File: src/common/status_pkg.sv
package status_pkg;
  localparam logic [7:0]  STATUS_OFFS    = 8'h00;
  localparam logic [7:0]  CONTROL_OFFS   = 8'h04;
  localparam int          OM_LSB         = 17;
  localparam int          DONE_BIT       = 16;
  localparam int          FLAGS_LSB      = 1;
  localparam int          CTL_IE_BIT     = 0;
  localparam int          CTL_OM_LSB     = 1;
  localparam logic [7:0]  RSVD_ONES      = 8'hff;
  localparam logic [1:0]  RESP_OKAY      = 2'b00;
  localparam logic [1:0]  RESP_SLVERR    = 2'b10;
  localparam logic [1:0]  OM_RESET       = 2'b00;
  localparam logic [1:0]  OM_NORMAL      = 2'b00;
  localparam logic [1:0]  OM_INT_LOOP    = 2'b01;
  localparam logic [1:0]  OM_EXT_LOOP    = 2'b10;
  localparam logic [1:0]  PS_STOPPED     = 2'b00;
  localparam logic [1:0]  PS_RUNNING     = 2'b01;
  localparam logic [1:0]  PS_SUSPENDED   = 2'b10;
  localparam int          START_PIN_CYC  = 6;

  typedef struct packed {
    logic boot_msg;
    logic tx_wdog;
    logic rx_wdog;
    logic bus_err;
    logic parity_err;
    logic rx_unavail;
    logic rx_frame_done;
    logic tx_list_end;
    logic tx_local_abort;
    logic tx_ic_done;
    logic rx_poll;
    logic tx_poll;
    logic rx_recognized;
    logic rx_start;
    logic tx_start;
    logic vacc_done;
    logic vacc_start;
  } events_s;

  typedef struct packed {
    logic rx_abort_mark;
    logic tx_wdog_mark;
    logic medium_off;
    logic loop_return;
  } actions_s;
endpackage

File: src/design/mac_status_flags.sv
// Decided for this implementation: the address map and the AXI4-Lite slave port.
`timescale 1ns/10ps
module mac_status_flags
  import status_pkg::*;
(
  input  wire logic        aclk,
  input  wire logic        aresetn,
  input  wire logic [7:0]  s_awaddr,
  input  wire logic        s_awvalid,
  output logic             s_awready,
  input  wire logic [31:0] s_wdata,
  input  wire logic [3:0]  s_wstrb,
  input  wire logic        s_wvalid,
  output logic             s_wready,
  output logic [1:0]       s_bresp,
  output logic             s_bvalid,
  input  wire logic        s_bready,
  input  wire logic [7:0]  s_araddr,
  input  wire logic        s_arvalid,
  output logic             s_arready,
  output logic [31:0]      s_rdata,
  output logic [1:0]       s_rresp,
  output logic             s_rvalid,
  input  wire logic        s_rready,
  input  wire events_s     ev,
  output actions_s         act,
  output logic [1:0]       tx_state,
  output logic [1:0]       rx_state,
  output logic             remote_start_pin,
  output logic             irq
);
  // ----------------------------------------------------------------
  // bus slave
  // ----------------------------------------------------------------
  logic        aw_q, aw_d, w_q, w_d, bv_q, bv_d, rv_q, rv_d;
  logic [7:0]  awa_q, awa_d;
  logic [31:0] wd_q, wd_d, rd_q, rd_d;
  logic [3:0]  ws_q, ws_d;
  logic [1:0]  br_q, br_d, rr_q, rr_d;
  logic        do_wr;
  logic [6:0]  flags_q, flags_d;
  logic [1:0]  om_q, om_d, txs_q, txs_d, rxs_q, rxs_d;
  logic        ie_q, ie_d, dn_q, dn_d, irq_q, irq_d, pin_q, pin_d;
  logic [2:0]  pcnt_q, pcnt_d;
  actions_s    act_q, act_d;
  logic [31:0] status_w;
  logic        summary;
  logic        clr_st;
  logic [6:0]  clr_mask;

  assign do_wr   = aw_q && w_q && !bv_q;
  assign summary = |flags_q[5:0];
  assign status_w = {13'h0000, om_q, dn_q, RSVD_ONES, flags_q, summary};

  always_comb begin
    aw_d  = aw_q;
    w_d   = w_q;
    awa_d = awa_q;
    wd_d  = wd_q;
    ws_d  = ws_q;
    bv_d  = bv_q;
    br_d  = br_q;
    rv_d  = rv_q;
    rd_d  = rd_q;
    rr_d  = rr_q;
    if (s_awvalid && !aw_q) begin
      aw_d  = 1'b1;
      awa_d = s_awaddr;
    end
    if (s_wvalid && !w_q) begin
      w_d  = 1'b1;
      wd_d = s_wdata;
      ws_d = s_wstrb;
    end
    if (do_wr) begin
      aw_d = 1'b0;
      w_d  = 1'b0;
      bv_d = 1'b1;
      br_d = (awa_q[7:2] == STATUS_OFFS[7:2] || awa_q[7:2] == CONTROL_OFFS[7:2])
             ? RESP_OKAY : RESP_SLVERR;
    end else if (bv_q && s_bready) begin
      bv_d = 1'b0;
    end
    if (s_arvalid && !rv_q) begin
      rv_d = 1'b1;
      if (s_araddr[7:2] == STATUS_OFFS[7:2]) begin
        rd_d = status_w;
        rr_d = RESP_OKAY;
      end else if (s_araddr[7:2] == CONTROL_OFFS[7:2]) begin
        rd_d = {29'h0000_0000, om_q, ie_q};
        rr_d = RESP_OKAY;
      end else begin
        rd_d = 32'h0000_0000;
        rr_d = RESP_SLVERR;
      end
    end else if (rv_q && s_rready) begin
      rv_d = 1'b0;
    end
  end

  // ----------------------------------------------------------------
  // status flags and process states
  // ----------------------------------------------------------------
  assign clr_st   = do_wr && awa_q[7:2] == STATUS_OFFS[7:2] && ws_q[0];
  assign clr_mask = clr_st ? wd_q[7:1] : 7'h00;

  always_comb begin
    logic [6:0] set_v;
    set_v    = 7'h00;
    txs_d    = txs_q;
    rxs_d    = rxs_q;
    om_d     = om_q;
    ie_d     = ie_q;
    dn_d     = dn_q;
    pin_d    = pin_q;
    pcnt_d   = pcnt_q;
    act_d    = '0;
    if (do_wr && awa_q[7:2] == CONTROL_OFFS[7:2] && ws_q[0]) begin
      ie_d = wd_q[CTL_IE_BIT];
      om_d = wd_q[CTL_OM_LSB +: 2];
    end
    if (ev.tx_start || ev.tx_poll) txs_d = PS_RUNNING;
    if (ev.rx_start) rxs_d = PS_RUNNING;
    if (ev.rx_poll || (rxs_q == PS_SUSPENDED && ev.rx_recognized)) begin
      rxs_d = PS_RUNNING;
    end
    if (ev.vacc_start) dn_d = 1'b0;
    if (ev.vacc_done) dn_d = 1'b1;
    if (ev.tx_ic_done) set_v[0] = 1'b1;
    if (ev.tx_list_end || ev.tx_local_abort) begin
      set_v[0] = 1'b1;
      txs_d    = PS_SUSPENDED;
    end
    if (ev.rx_frame_done) set_v[1] = 1'b1;
    if (ev.rx_unavail && rxs_q != PS_SUSPENDED) begin
      set_v[2] = 1'b1;
      rxs_d    = PS_SUSPENDED;
    end
    if (ev.rx_wdog) begin
      set_v[4] = 1'b1;
      set_v[1] = 1'b1;
      act_d.rx_abort_mark = 1'b1;
    end
    if (ev.tx_wdog) begin
      set_v[5] = 1'b1;
      txs_d    = PS_STOPPED;
      act_d.tx_wdog_mark = 1'b1;
    end
    if (ev.bus_err || ev.parity_err) begin
      set_v[3] = 1'b1;
      txs_d    = PS_STOPPED;
      rxs_d    = PS_STOPPED;
    end
    if (pcnt_q != 3'h0) pcnt_d = pcnt_q - 3'h1;
    if (ev.boot_msg) begin
      set_v[6] = 1'b1;
      pcnt_d   = 3'(START_PIN_CYC); // pin stands the full count, boot edge included
    end
    pin_d = ev.boot_msg || pcnt_d != 3'h0;
    act_d.medium_off  = (om_d == OM_INT_LOOP);
    act_d.loop_return = (om_d == OM_INT_LOOP) || (om_d == OM_EXT_LOOP);
    flags_d = (flags_q & ~clr_mask) | set_v; // set wins over clear
    irq_d   = ie_d && (|flags_d[5:0]);
  end

  always_ff @(posedge aclk) begin
    if (!aresetn) begin
      aw_q    <= 1'b0;
      w_q     <= 1'b0;
      awa_q   <= 8'h00;
      wd_q    <= 32'h0000_0000;
      ws_q    <= 4'h0;
      bv_q    <= 1'b0;
      br_q    <= RESP_OKAY;
      rv_q    <= 1'b0;
      rd_q    <= 32'h0000_0000;
      rr_q    <= RESP_OKAY;
      flags_q <= 7'h00;
      om_q    <= OM_RESET;
      txs_q   <= PS_STOPPED;
      rxs_q   <= PS_STOPPED;
      ie_q    <= 1'b0;
      dn_q    <= 1'b1;
      irq_q   <= 1'b0;
      pin_q   <= 1'b0;
      pcnt_q  <= 3'h0;
      act_q   <= '0;
    end else begin
      aw_q    <= aw_d;
      w_q     <= w_d;
      awa_q   <= awa_d;
      wd_q    <= wd_d;
      ws_q    <= ws_d;
      bv_q    <= bv_d;
      br_q    <= br_d;
      rv_q    <= rv_d;
      rd_q    <= rd_d;
      rr_q    <= rr_d;
      flags_q <= flags_d;
      om_q    <= om_d;
      txs_q   <= txs_d;
      rxs_q   <= rxs_d;
      ie_q    <= ie_d;
      dn_q    <= dn_d;
      irq_q   <= irq_d;
      pin_q   <= pin_d;
      pcnt_q  <= pcnt_d;
      act_q   <= act_d;
    end
  end

  // skid-free: ready low while a channel is held
  assign s_awready        = !aw_q;
  assign s_wready         = !w_q;
  assign s_bvalid         = bv_q;
  assign s_bresp          = br_q;
  assign s_arready        = !rv_q;
  assign s_rvalid         = rv_q;
  assign s_rdata          = rd_q;
  assign s_rresp          = rr_q;
  assign act              = act_q;
  assign tx_state         = txs_q;
  assign rx_state         = rxs_q;
  assign remote_start_pin = pin_q;
  assign irq              = irq_q;
endmodule

File: config.mk
export PLATFORM = sky130hd
export DESIGN_NAME = mac_status_flags
export DESIGN_NICKNAME = d
export VERILOG_FILES = /design/src/common/status_pkg.sv /design/src/design/mac_status_flags.sv
export SDC_FILE = /design/constraint.sdc
export NUM_CORES = 1
export LEC_CHECK = 0
export ABC_AREA = 1
export BUFFER_PORTS_ARGS = -buffer_cell sky130_fd_sc_hd__buf_2
export CAP_MARGIN = 20
export CORE_UTILIZATION = 47
export CTS_BUF_LIST = sky130_fd_sc_hd__clkbuf_8
export DETAILED_ROUTE_END_ITERATION = 12
export PLACE_DENSITY = 0.93
export SYNTH_ARGS = -nofsm -noshare
export SYNTH_HDL_FRONTEND = slang
export SYNTH_SLANG_ARGS = --single-unit
File: constraint.sdc
create_clock -name aclk -period 2.1 [get_ports aclk]
set_clock_uncertainty 0.1 [all_clocks]
set_input_delay 0.63 -clock aclk [delete_from_list [all_inputs] [get_ports aclk]]
set_output_delay 0.63 -clock aclk [all_outputs]
set_load 0.01 [all_outputs]
Yosys cells after proc, flatten, opt, wreduce, memory -nomap -nowiden

Cells that the tools add are included.
Widths: inputs -> output; s select.

Equality and inequality tests: 6
Divide/modulo/power cells: 0
Add/subtract/negate cells: 1
Magnitude comparators: 0
Shift operators: 0
Reduce and logical (&&, ||, !) cells: 42
Multiplexer cells: 28
Multipliers: 0
Bitwise logic cells: 4

Operator list:

| cell                | number |
|---|---|
| $mux 19             | 1 |
| $mux 2              | 9 |
| $logic_and 1x1->1   | 14 |
| $mux 1              | 14 |
| $eq 6x1->1 const B  | 2 |
| $logic_not 6->1     | 2 |
| $reduce_or 6->1     | 2 |
| $mux 3              | 3 |
| $reduce_bool 3->1   | 3 |
| $reduce_bool 2->1   | 4 |
| $and 7x7->7         | 1 |
| $logic_or 1x1->1    | 7 |
| $mux 7              | 1 |
| $not 7->7           | 1 |
| $or 7x7->7          | 1 |
| $reduce_or 2->1     | 3 |
| $reduce_or 3->1     | 2 |
| $eq 2x2->1 const B  | 2 |
| $logic_not 1->1     | 4 |
| $reduce_or 4->1     | 1 |
| $sub 3x1->3 const B | 1 |
| $eq 2x1->1 const B  | 1 |
| $ne 2x2->1 const B  | 1 |
| $not 1->1           | 1 |

Output and inout port bits: 51
Bits in read-only memories: 0
Input bits: 76
Register bits: 81
Logic and storage cells: 106
Latch bits: 0
Memory bits (writable): 0
Memories kept: 0

Longest topological paths before layout

Depth in word-level cells: 10
Gate-level depth with buffers: 11
Depth with buffers taken out: 10

Worst setup path before layout

OpenSTA, ideal clock, no wires.

Path type: input -> register
Start point: input port s_wvalid
End point: register ws_q[0]
Library setup time: 120 ps
Cell stages on the path: 5
Arrival time: 1418 ps
Slack: 461 ps
Path buffers: 0
Required time: 1880 ps
Path through: inv_1 nor2_1 clkinv_1 o21ai_0 a21oi_1

Cells in the longest elaborated chain, start to end: 1

Ends and longest elaborated chain:

| element              | RTL line                | source |
|---|---|---|
| from (decl)          | mac_status_flags.sv:13  | `input wire logic s_wvalid,` |
| $logic_and 1x1->1    | mac_status_flags.sv:70  | `if (s_wvalid && !w_q) begin` |
| to (signal assigned) | mac_status_flags.sv:193 | `ws_q <= ws_d;` |
| to (decl)            | mac_status_flags.sv:38  | `logic [3:0] ws_q, ws_d;` |

Every way passes these cells.
A chain may end at the register's enable or synchronous reset.

Worst setup path after layout

Start point: register awa_q[5]
End point: register act_q (netlist bit act[0])

Cells in the longest elaborated chain, start to end: 6
Elaborated cells between the ends (all ways): 7
Classes of those cells: 3 x eq/ne; 1 x mux; 3 x reduce/logical

Ends and longest elaborated chain:

| element                                         | RTL line                | source |
|---|---|---|
| from (decl)                                     | mac_status_flags.sv:36  | `logic [7:0] awa_q, awa_d;` |
| from (signal assigned)                          | mac_status_flags.sv:191 | `awa_q <= awa_d;` |
| $eq 6x1->1 (*)                                  | mac_status_flags.sv:118 | `if (do_wr && awa_q[7:2] == CONTROL_OFFS[7:2] && ws_q[0]) begin` |
| $logic_and 1x1->1 (*) (2 in series)             | mac_status_flags.sv:118 |  |
| $mux 2 (*)                                      | mac_status_flags.sv:118 |  |
| named net om_d[0]                               | mac_status_flags.sv:42  | `logic [1:0] om_q, om_d, txs_q, txs_d, rxs_q, rxs_d;` |
| $eq 2x1->1 / $eq 2x2->1 (equally long branches) | mac_status_flags.sv:161 | `act_d.loop_return = (om_d == OM_INT_LOOP) \|\| (om_d == OM_EXT_LOOP);` |
| $logic_or 1x1->1 (*)                            | mac_status_flags.sv:161 |  |
| to (signal assigned)                            | mac_status_flags.sv:208 | `act_q <= act_d;` |
| to (decl)                                       | mac_status_flags.sv:45  | `actions_s act_q, act_d;` |

The timed path passes the listed nets; every way through them passes the cells marked *.

==> reports/summary.txt <==
Type of origin of the critical path = flop
Seq pwr share = 0.477
Ys async rst share = 0
CP peak stage delay = 0.31 ns
Final nets = 483
Sw Share = 0.2504
GRT overflow = 0
Clock Tree Root = clkbuf_8
Ports = 127
Die area = 0.005477 mm^2
Tot GR Track Use = 0.2147
IO Port Bufs = 80
Compound-Gate Fraction of Synth Area = 0.1247
TritonRoute pass-1 iters = 4
Unique masters post-synth = 30
Initial antenna violation count = 0
Clock Path Buffers = 2
WL per Instance = 11.22 um
Count of final setup violators = 0
Top area cells in the synthesized netlist = dfxtp_1 (47%), nand2_1 (8.0%), nor2_1 (7.5%)
Syn_area_per_cell = 7.569 um^2
Clk pwr share = 0.415
Most frequent cells in the layout = buf_2 (80), dfxtp_1 (57), nand2_1 (52)
Dominant cell type by area after synthesis = dfxtp_1
Clock Pin Slew Worst Setup and Hold Paths = 0.06 ns
Crit path capture type = flop
Crit path DAT = 1.93 ns
Hpwl dp = 3892 um
Outcome = finished clean
CTS buffer count = 9
Hold Crit Class = flop to flop
Synth Warn # = 0
Internal = 1834 uW
Minimum clock period = 1.755 ns
Vias/cell = 4.703
Seq/Total Area, Yosys = 0.4682
Layout area overhead = 23.41%
Fin crit share = 0.8355
First-pass GRT wire length = 8597 um
Cells after Synth = 322
Die Width = 74.01 um
Final instance area = 0.003008 mm^2
Main combinational cell family by area after synthesis = simple AND/OR/NAND/NOR gates
Unrepaired setup endpoints after global routing = false
Commonest non-fill, non-tap cell in the layout = buf_2
Yosys reg bits = 57
Total power = 2446 uW
Clock latency on the worst-skew pair = 0.35 ns
WL final = 5316 um
Worst EP required = 2.28 ns
Postcts setup bufs = 0
Placed cell area = 0.002813 mm^2
Vias in the first global route = 2036
Largest delay contributor family on the critical path = simple AND/OR/NAND/NOR gates
Worst Path Buf+Inv = 0
Worst Path Max Fanout = 8
WS Path Type = flop to flop
Post-synthesis mux area share = 0
Fraction of layout cells with a size suffix above 1 = 0.2752
Largest net degree at the start of global routing = 25
Yosys top cell area share = 0.4682
CTS H-Tree Depth = 3
Post-synth EDFFs = 0
Core area = 0.004848 mm^2
Synth Area in Simple Gates = 0.2387
Power Density = 813.3 mW/mm^2
Syn Std Cell Area = 0.002437 mm^2
VDD IR-drop max = 0.4454 mV
Final-report hold violation count = 0
Area share of fa/ha/maj cells after synthesis = 0.02053
Part of the power in combinational logic = 0.108
Max-cap violation count = 0
Hold-fix buffers, CTS = 0
Slowest cell on crit path = dfxtp_1
Drt drc = 0
GPL Wtd Cong = 0.8358
CP most frequent cell = nor2_1
Ys flop type = dfxtp_1
Switch Pwr = 612.6 uW
Total number of vias = 2229
Final Max Slew Viols = 0
Std-Cell Rows = 25
# diodes = 0
Leakage = 0.001550 uW
Antenna viol nets, final = 0
Sink Count = 57
Starting Density = 0.5027
Crit-path cells = nor2_1, nand2_1, nor2_4, nor2_1, o21ai_0, nand2_1, ha_1, nor2_1
Height of the die = 74.01 um
Setup TNS = 0 ns
Fmax = 0.5700 GHz
PostCTS Resize Cnt = 0
DRT iter0 DRCs = 106
CTS tree = yes
Xor/xnor cell area share of the yosys netlist = 0
final cells by class:
class	instances	area [um^2]
Tap cell	67	83.83
Clock inverter	4	43.79
Fill cell	447	1841
Timing Repair Buffer	86	445.4
Clock buffer	11	151.4
Sequential cell	57	1141
Inverter	40	150.1
Multi-Input combinational cell	209	992.2
synth_stat cells, types with 4 or more instances:
library cell,n
ha_1,4
nor3_1,4
a21oi_1,28
o21ai_0,18
nor2_1,49
clkbuf_1,5
dfxtp_1,57
or2_2,4
nand2_1,52
nand3_1,15
inv_1,39
buf_4,23
state kept, by name, indices dropped and copies added (netlist names):
register	cells
awa_q	6
tx_state	2
s_bresp	1
ws_q	1
flags_q	7
rx_state	2
s_rvalid	1
s_bvalid	1
ie_q	1
remote_start_pin	1
om_q	2
s_rdata	12
act	4
pcnt_q	3
w_q	1
irq	1
dn_q	1
aw_q	1
wd_q	8
s_rresp	1
worst register-to-register path, delay by kind of cell (launching register included):
kind                     cells  cell delay (ns)
AND/OR/NAND/NOR              6             0.73
adder cells (fa/ha/maj)      1             0.30
flip-flops                   1             0.31
AO/OA/AOI/OAI                1             0.24
logic make-up (layout without fill, tap and decap cells):
family                   count (synthesis)  in the layout
AO/OA/AOI/OAI                           56             56
adder cells (fa/ha/maj)                  4              4
buffers and inverters                   70            141
flip-flops                              57             57
other                                    1             15
AND/OR/NAND/NOR                        134            134
layer usage:
layer,up-vias,wire (um),global-route usage
met4,0,111,0.1026
met1,987,2303,0.2381
li1,1152,-,-
met3,11,353,0.07724
met5,-,0,0
met2,79,2548,0.3657
stage by stage:
step                std cells  setup WS [ns]    util  hold WS [ns]
finish                    474         0.3455  0.6204        0.3634
global route              474        0.09691  0.6204        0.3560
CTS                       474         0.3392  0.6204        0.3588
detailed placement        459         0.2886  0.5801        0.3550
global placement          459         0.3303  0.5801        0.3468
floorplan                 336         0.4614       -        0.3392
power by group through the flow:
stage               Combinational [uW]  Sequential (uW)  Clock [uW]
floorplan                          181             1190           0
global placement                   251             1190           0
detailed placement                 263             1190           0
CTS                                265             1170        1030
global route                       303             1170        1090
finish                             263             1170        1020
worst paths after layout:
| path | from | to | slack (ns) | cells after the start |
|---|---|---|---|---|
| max | awa_q[5] | act[0] | 0.35 | 8 |
| min | s_rdata[18] | s_rdata[18] | 0.36 | 2 |
| max reg2reg | awa_q[5] | act[0] | 0.35 | 8 |
| min reg2reg | s_rdata[18] | s_rdata[18] | 0.36 | 2 |
Note: power is estimated with default switching activity, not from simulation.
